===== config.mk =====
export PLATFORM = sky130hd
export DESIGN_NAME = sscr_step_config
export DESIGN_NICKNAME = d
export VERILOG_FILES = /design/src/shared/sscr_pkg.sv /design/src/sscr_input_decode.sv /design/src/sscr_step_config.sv
export SDC_FILE = /design/constraint.sdc
export NUM_CORES = 1
export LEC_CHECK = 0
export ABC_AREA = 1
export BUFFER_PORTS_ARGS = -buffer_cell sky130_fd_sc_hd__buf_4
export CAP_MARGIN = 15
export CORE_MARGIN = 8
export CORE_UTILIZATION = 25
export CTS_BUF_LIST = sky130_fd_sc_hd__clkbuf_16
export DETAILED_ROUTE_END_ITERATION = 8
export HOLD_SLACK_MARGIN = 0.05
export PLACE_DENSITY_LB_ADDON = 0.15
export SLEW_MARGIN = 5
export SYNTH_ARGS = -nofsm -noshare
export SYNTH_HDL_FRONTEND = slang
export SYNTH_SLANG_ARGS = --single-unit

===== constraint.sdc =====
create_clock -name clk -period 1.2 [get_ports clk]
set_clock_uncertainty 0.1 [all_clocks]
set_input_delay 0.06 -clock clk [delete_from_list [all_inputs] [get_ports clk]]
set_output_delay 0.06 -clock clk [all_outputs]
set_load 0.05 [all_outputs]

===== src/shared/sscr_pkg.sv =====
package sscr_pkg;

    // Register index as numbered on the device; byte address is four times it
    localparam logic [7:0] STEP_CFG_INDEX = 8'h9E;
    localparam logic [31:0] STEP_CFG_ADDR = {22'h000000, STEP_CFG_INDEX, 2'h0};
    localparam logic [15:0] STEP_CFG_RESET = 16'h000E;
    // Writable bits: enable, gain, negative select, positive select
    localparam logic [15:0] STEP_CFG_WRITE_MASK = 16'hE01F;

    localparam int EN_POS = 15;
    localparam int GAIN_MSB = 14;
    localparam int GAIN_LSB = 13;
    localparam int RSVD_MSB = 12;
    localparam int RSVD_LSB = 5;
    localparam int NEG_POS = 4;
    localparam int POS_MSB = 3;
    localparam int POS_LSB = 0;

    localparam logic [1:0] GAIN_CODE_X1 = 2'h0;
    localparam logic [1:0] GAIN_CODE_X2 = 2'h1;
    localparam logic [2:0] GAIN_FACTOR_1 = 3'h1;
    localparam logic [2:0] GAIN_FACTOR_2 = 3'h2;
    localparam logic [2:0] GAIN_FACTOR_4 = 3'h4;

    localparam logic [3:0] POS_CODE_EXT_LAST = 4'h7;
    localparam logic [3:0] POS_CODE_TEMP = 4'h8;
    localparam logic [3:0] POS_CODE_SHORT = 4'h9;
    localparam logic [3:0] POS_CODE_TEST = 4'hA;
    localparam logic [3:0] POS_CODE_ANALOG_SUPPLY = 4'hE;
    localparam logic [3:0] POS_CODE_DIGITAL_SUPPLY = 4'hF;

    localparam logic [1:0] HTRANS_IDLE = 2'h0;
    localparam logic [1:0] HTRANS_NONSEQ = 2'h2;
    localparam logic [2:0] HSIZE_WORD = 3'h2;
    localparam logic HRESP_OKAY = 1'b0;

    typedef enum logic [2:0] {
        POS_EXTERNAL = 3'h0,
        POS_TEMP_SENSOR = 3'h1,
        POS_GROUND_SHORT = 3'h2,
        POS_TEST_SOURCE = 3'h3,
        POS_OTHER_MONITOR = 3'h4,
        POS_ANALOG_SUPPLY_DIV = 3'h5,
        POS_DIGITAL_SUPPLY_DIV = 3'h6
    } sscr_pos_kind_type;

    typedef enum logic [1:0] {
        NEG_ANALOG_GROUND = 2'h0,
        NEG_EXTERNAL_SEVEN = 2'h1,
        NEG_AUTOMATIC = 2'h2
    } sscr_neg_route_type;

    typedef struct packed {
        logic stepEnable;
        logic [2:0] gainFactor;
        sscr_pos_kind_type posKind;
        logic [2:0] posChannel;
        sscr_neg_route_type negRoute;
    } sscr_route_type;

endpackage


===== src/sscr_input_decode.sv =====
module sscr_input_decode (
    input wire logic [15:0] stepConfig,
    output sscr_pkg::sscr_route_type route
);
    import sscr_pkg::*;

    function automatic logic [2:0] gainFactorOf(input logic [1:0] code);
        if (code == GAIN_CODE_X1) begin
            return GAIN_FACTOR_1;
        end else if (code == GAIN_CODE_X2) begin
            return GAIN_FACTOR_2;
        end
        return GAIN_FACTOR_4;
    endfunction

    function automatic sscr_pos_kind_type posKindOf(input logic [3:0] code);
        if (code <= POS_CODE_EXT_LAST) begin
            return POS_EXTERNAL;
        end else if (code == POS_CODE_TEMP) begin
            return POS_TEMP_SENSOR;
        end else if (code == POS_CODE_SHORT) begin
            return POS_GROUND_SHORT;
        end else if (code == POS_CODE_TEST) begin
            return POS_TEST_SOURCE;
        end else if (code == POS_CODE_ANALOG_SUPPLY) begin
            return POS_ANALOG_SUPPLY_DIV;
        end else if (code == POS_CODE_DIGITAL_SUPPLY) begin
            return POS_DIGITAL_SUPPLY_DIV;
        end
        return POS_OTHER_MONITOR;
    endfunction

    logic [3:0] posCode;
    logic autoNeg;

    assign posCode = stepConfig[POS_MSB:POS_LSB];
    // Every code with the top bit set is an internal source with its own negative
    assign autoNeg = posCode[3];

    always_comb begin
        route.stepEnable = stepConfig[EN_POS];
        route.gainFactor = gainFactorOf(stepConfig[GAIN_MSB:GAIN_LSB]);
        route.posKind = posKindOf(posCode);
        route.posChannel = autoNeg ? 3'h0 : posCode[2:0];
        if (autoNeg) begin
            route.negRoute = NEG_AUTOMATIC;
        end else if (stepConfig[NEG_POS]) begin
            route.negRoute = NEG_EXTERNAL_SEVEN;
        end else begin
            route.negRoute = NEG_ANALOG_GROUND;
        end
    end
endmodule


===== src/sscr_step_config.sv =====
module sscr_step_config (
    input wire logic clk,
    input wire logic arst_n,
    input wire logic hsel,
    input wire logic [31:0] haddr,
    input wire logic [1:0] htrans,
    input wire logic hwrite,
    input wire logic [2:0] hsize,
    input wire logic [31:0] hwdata,
    input wire logic hready,
    output logic hreadyout,
    output logic hresp,
    output logic [31:0] hrdata,
    output logic [15:0] stepConfig,
    output sscr_pkg::sscr_route_type stepRoute
);
    import sscr_pkg::*;

    logic [15:0] cfgQ;
    logic [15:0] cfgD;
    logic wrPendQ;
    logic rdHitD;
    logic addrTaken;
    logic addrHit;
    logic [31:0] hrdataQ;
    sscr_route_type routeD;
    sscr_route_type routeQ;

    // Zero-wait slave: every transfer completes in its first data-phase cycle
    assign hreadyout = 1'b1;
    assign hresp = HRESP_OKAY;
    assign addrTaken = hsel && htrans[1] && hready;
    assign addrHit = (haddr == STEP_CFG_ADDR);

    // Only whole-word writes to the mapped address land; others are dropped silently
    always_ff @(posedge clk or negedge arst_n) begin
        if (!arst_n) begin
            wrPendQ <= 1'b0;
        end else if (hready) begin
            wrPendQ <= addrTaken && hwrite && addrHit && (hsize == HSIZE_WORD);
        end
    end

    // Reserved bits are never stored, so they always read zero
    assign cfgD = hwdata[15:0] & STEP_CFG_WRITE_MASK;

    always_ff @(posedge clk or negedge arst_n) begin
        if (!arst_n) begin
            cfgQ <= STEP_CFG_RESET;
        end else if (wrPendQ) begin
            cfgQ <= cfgD;
        end
    end

    // Read data is latched in the address phase; forwarding covers a write just ahead
    assign rdHitD = addrTaken && !hwrite && addrHit;

    always_ff @(posedge clk or negedge arst_n) begin
        if (!arst_n) begin
            hrdataQ <= 32'h00000000;
        end else if (rdHitD) begin
            hrdataQ <= {16'h0000, wrPendQ ? cfgD : cfgQ};
        end else if (addrTaken) begin
            hrdataQ <= 32'h00000000;
        end
    end

    assign hrdata = hrdataQ;
    assign stepConfig = cfgQ;

    sscr_input_decode u_decode (
        .stepConfig(cfgQ),
        .route(routeD)
    );

    // Registered so the analog mux sees no decode glitches
    always_ff @(posedge clk or negedge arst_n) begin
        if (!arst_n) begin
            routeQ <= '{stepEnable: 1'b0, gainFactor: GAIN_FACTOR_1, posKind: POS_ANALOG_SUPPLY_DIV,
                        posChannel: 3'h0, negRoute: NEG_AUTOMATIC};
        end else begin
            routeQ <= routeD;
        end
    end

    assign stepRoute = routeQ;

    // Checks
    logic firstQ;

    always_ff @(posedge clk or negedge arst_n) begin
        if (!arst_n) begin
            firstQ <= 1'b1;
        end else begin
            firstQ <= 1'b0;
        end
    end
endmodule


=== Word level (Yosys, flattened, before mapping) ===
Cells that the tools add are included.
W data, S select, Z words.

* Flip-flop bits (word level): 61
* Bits of input ports: 74
* Output and inout port bits: 62
* Word-level logic and storage cells: 51

* Mux-type cells: 24
* Equality and inequality tests: 8
* Reduce and logical (&&, ||, !) cells: 10
* Order comparisons: 1

{| class="wikitable"
|+ Operators by type and width
! kind !! number
|-
| $mux W32 || 2
|-
| $mux W3 || 11
|-
| $eq A32 B10 Y1 const B || 1
|-
| $eq A4 B4 Y1 const B || 5
|-
| $mux W16 || 1
|-
| $mux W1 || 9
|-
| $logic_and A1 B1 Y1 || 7
|-
| $le A4 B3 Y1 const B || 1
|-
| $eq A3 B2 Y1 const B || 1
|-
| $eq A2 B1 Y1 const B || 1
|-
| $logic_not A2 Y1 || 1
|-
| $mux W2 || 1
|-
| $reduce_bool A2 Y1 || 1
|-
| $logic_not A1 Y1 || 1
|}

=== Depth between registers and ports, before layout ===
* Word-level depth: 8
* Mapped depth: 9
* Gate-level depth less buffers: 8

=== Hierarchy ===
A second synthesis with hierarchy kept.

* Cells, all modules: 213
* Area, all modules: 1981.9 µm²

{| class="wikitable"
|+ By module, submodules not included
! module !! area each (µm²) !! seq. area each (µm²) !! times used !! cells each
|-
| sscr_step_config || 1873.0 || 1134.8 || 1 || 187
|-
| sscr_input_decode || 108.9 || 0.0 || 1 || 26
|}

=== Worst setup path after synthesis ===
Ideal clock, no wire load.

* Path kind: reg-to-reg
* From: register cfgQ[1], in the netlist stepConfig[1]
* To: register hrdataQ[1], in the netlist hrdata[1]
* Path buffers: 0
* Slack: -0.104 ns
* Cell stages (with the launch flop): 5
* Arrival time: 1.138 ns
* Path through: dfstp_2 -> inv_1 -> o21ai_0 -> nand3_1 -> nand2_1

* Cells in the longest elaborated chain, start to end: 2

{| class="wikitable"
|+ Ends and longest elaborated chain
! element !! line !! source
|-
| start, declared || sscr_step_config.sv:19 || <nowiki>logic [15:0] cfgQ;</nowiki>
|-
| start signal, assigned || sscr_step_config.sv:51 || <nowiki>cfgQ <= cfgD;</nowiki>
|-
| $mux W16 || sscr_step_config.sv:62 || <nowiki>hrdataQ <= {16'h0000, wrPendQ ? cfgD : cfgQ};</nowiki>
|-
| $mux W32 || sscr_step_config.sv:61 || <nowiki>end else if (rdHitD) begin</nowiki>
|-
| end signal, assigned || sscr_step_config.sv:62 ||
|-
| end, declared || sscr_step_config.sv:25 || <nowiki>logic [31:0] hrdataQ;</nowiki>
|}

Every way passes these cells.
A chain may end at the register's enable or synchronous reset.

=== Final worst setup path ===
* From: register cfgQ[1], in the netlist stepConfig[1]
* To: output stepConfig[1]

{| class="wikitable"
|+ RTL lines
! element !! line !! source
|-
| end, declared || sscr_step_config.sv:14 || <nowiki>output logic [15:0] stepConfig,</nowiki>
|}

No word-level cell between the ends.

==> results.toml <==
[routing]
route.detailed.drc = 0
wl_per_cell_um = 12.4
drt_iter0_drc = 19
vias_per_cell = 3.85
drtAntennaViolNets = 0
wl_um = 5300
dr.pass1.iters = 4
via_count = 1644

[worst_setup_path]
path_class = "reg -> out"
cp.required_ns = 1.04
critPathTopFamily = "flip-flops"
cp.arrival_ns = 1.08
cp_slowest_stage_delay_ns = 0.65
path_buf_inv = 1
cp_cell_sequence = "buf_8"
path_max_fanout = 5
reg2reg_to = "hrdata[14]"
cpMaxStageDelayCell = "dfstp_4"
cp-end-kind = "output pin"
worst_setup_path_start_kind = "flop"
r2r_start = "wrPendQ"
reg2reg_slack_ns = 0
ff2ff_path_depth = 4

[yosys]
synth.distinct_cells = 19
synth_edf_count = 0
avgSynthCellArea_um2 = 9.06
async_reset_ff_share_pct = 100
synthCells = 214
synthesis.area_um2 = 1940
synth_most_common_cell = "nand2_1"
ys_warn_count = 0
yosysTopAreaCell = "dfrtp_1"
ys.flop_type = "dfrtp_1"
seq_area_frac_synth_pct = 58.6
ys_ff_latch = 45
synthTopCellsByArea = "dfrtp_1 (49%), nand2_1 (10%), dfstp_2 (9.5%)"
synth_common_cells = "nand2_1 (52), dfrtp_1 (38), nor2_1 (35)"
yosysTopAreaCellShare_pct = 49.1

[pwr]
p_int_mw = 2.42
p_total_mw = 3.18
vdd_drop_max_mv = 0.565
combPwrFrac_pct = 11.0
switching_share_pct = 23.8
seqPwrFrac_pct = 47.7
p_leak_nw = 1.67
pwr-share-clk_pct = 41.3
powerDensity_nw_per_um2 = 1020
switchingPower_mw = 0.757

[clocking]
insertion_delay_ns = 0.27
tritoncts = "yes"
cts-root-buf = "clkbuf_16"
cts-buffers-inserted = 5
numClockSinks = 45
hold_buffers = 10
path_clk_slew_ns = 0.06
cts_buffer_depth = 2
h-tree-depth = 2

[timing]
hold_viol = 1
layout_setup_ws_ns = -0.0360
holdWs_ns = -0.0349
period_needed_ns = 1.24
rsz0062_at_grt = "yes"
setup_viol = 2
finalCritPeriodShare_pct = 103
drv_slew = 0
fmax_ghz = 0.809

[finish]
nets = 398
area_growth_pct = 61.1
antenna_cells = 0
finalInstanceArea_um2 = 3120
drive_gt1_share_pct = 43.4

[min_path]
hold_depth = 4
hold_path.class = "in -> reg"
whs_endpoint = "wrPendQ"
hold_start = "hsize[0]"

[global_route]
grt_util_all_layers_pct = 9.95
overflow = 0
grt_pass1_wl_um = 8940
antenna_found_initial = 0
grt_start_max_net_pins = 23
first_global_vias = 1874

[placement]
hpwl_um = 4070
gp_congestion = 0.696
placed_area_um2 = 2740
portBuffers = 92

[job]
max_cap_viol_count = 0

[status]
outcome = "complete, but fails checks"
violations = "hold timing, setup timing"

[floorplan]
die_area_um2 = 10800
die_h_um = 104
rows = 32
start_util_pct = 25.5
die-width_um = 104
coreArea_um2 = 7610
ios = 136
[power groups by stage]
stage,clock (mW),combinational (mW),sequential (mW)
after CTS,1.35,0.353,1.52
final,1.31,0.350,1.52
after floorplan,0,0.200,1.55
after global placement,0,0.324,1.55
after detailed placement,0,0.325,1.55
after global routing,1.43,0.378,1.52
[placed cells by master (no fill, tap or decap), types with 2 or more instances in the layout]
cell type / instances
dfstp_2: 6
nand3_2: 4
buf_8: 3
nor2_1: 34
buf_12: 3
o21ai_4: 2
nand2_1: 49
conb_1: 18
dlygate4sd3_1: 10
nor2_4: 2
mux2_4: 2
inv_2: 2
o21ai_2: 3
clkbuf_16: 5
nand2_2: 3
buf_4: 95
nand3_1: 14
dfrtp_1: 34
dfrtp_2: 4
inv_1: 20
[repair_timing]
action	CTS	global route
buffers inserted	4	0
gates cloned	1	0
pin swaps	4	3
setup endpoints to repair	6	13
gates resized for setup	17	11
hold endpoints to repair	58	1
[routing by layer]
metal / track usage, % / routed length [um] / vias up
li1: - / - / 837
met1: 11.0 / 2220 / 740
met2: 17.1 / 2600 / 65
met3: 4.03 / 427 / 2
met4: 2.79 / 49 / 0
met5: 0 / 0 / -
[worst max-delay path by stage]
| stage | start | end | slack, ns | cells past startpoint |
|---|---|---|---|---|
| detailed placement | wrPendQ | hrdata[14] | -0.02 | 4 |
| floorplan | stepConfig[1] | hrdata[1] | -0.03 | 4 |
| CTS | stepConfig[1] | stepConfig[1] | -0.04 | 1 |
| global route | wrPendQ | hrdata[2] | -0.07 | 4 |
| finish | stepConfig[1] | stepConfig[1] | -0.04 | 1 |
| global placement | wrPendQ | hrdata[14] | -0.01 | 4 |
[final cells by class]
cell class / count / area, um2
Clock inverter: 3 / 17.5
Tap cell: 102 / 128
Multi-Input combinational cell: 137 / 664
Sequential cell: 45 / 1140
Inverter: 22 / 82.6
Timing Repair Buffer: 113 / 962
Clock buffer: 5 / 125
Fill cell: 771 / 4480
[cell families after synthesis]
group / count (synthesis) / synth area share [%]
AO/OA/AOI/OAI: 9 / 2.65
buffers and inverters: 48 / 13.9
flip-flops: 45 / 58.6
multiplexers: 2 / 1.16
other: 2 / 0.387
AND/OR/NAND/NOR: 108 / 23.4
[through the flow]
stage               util [%]  setup TNS (ns)  hold WS (ns)  setup WS, ns  std cells
detailed placement      36.0         -0.0512        -0.130       -0.0196        405
global placement        36.0         -0.0289        -0.132       -0.0131        405
finish                  41.1         -0.0379       -0.0349       -0.0360        427
global route            41.1          -0.578      -0.00898       -0.0707        427
floorplan                  -         -0.0435        -0.336       -0.0332        230
CTS                     40.7          -0.149       -0.0411       -0.0377        428
[registers in the layout (all words and copies together), names as in the netlist]
name / count
hrdata: 16
stepConfig: 16
stepRoute: 12
wrPendQ: 1
(Power assumes the default switching activity.)
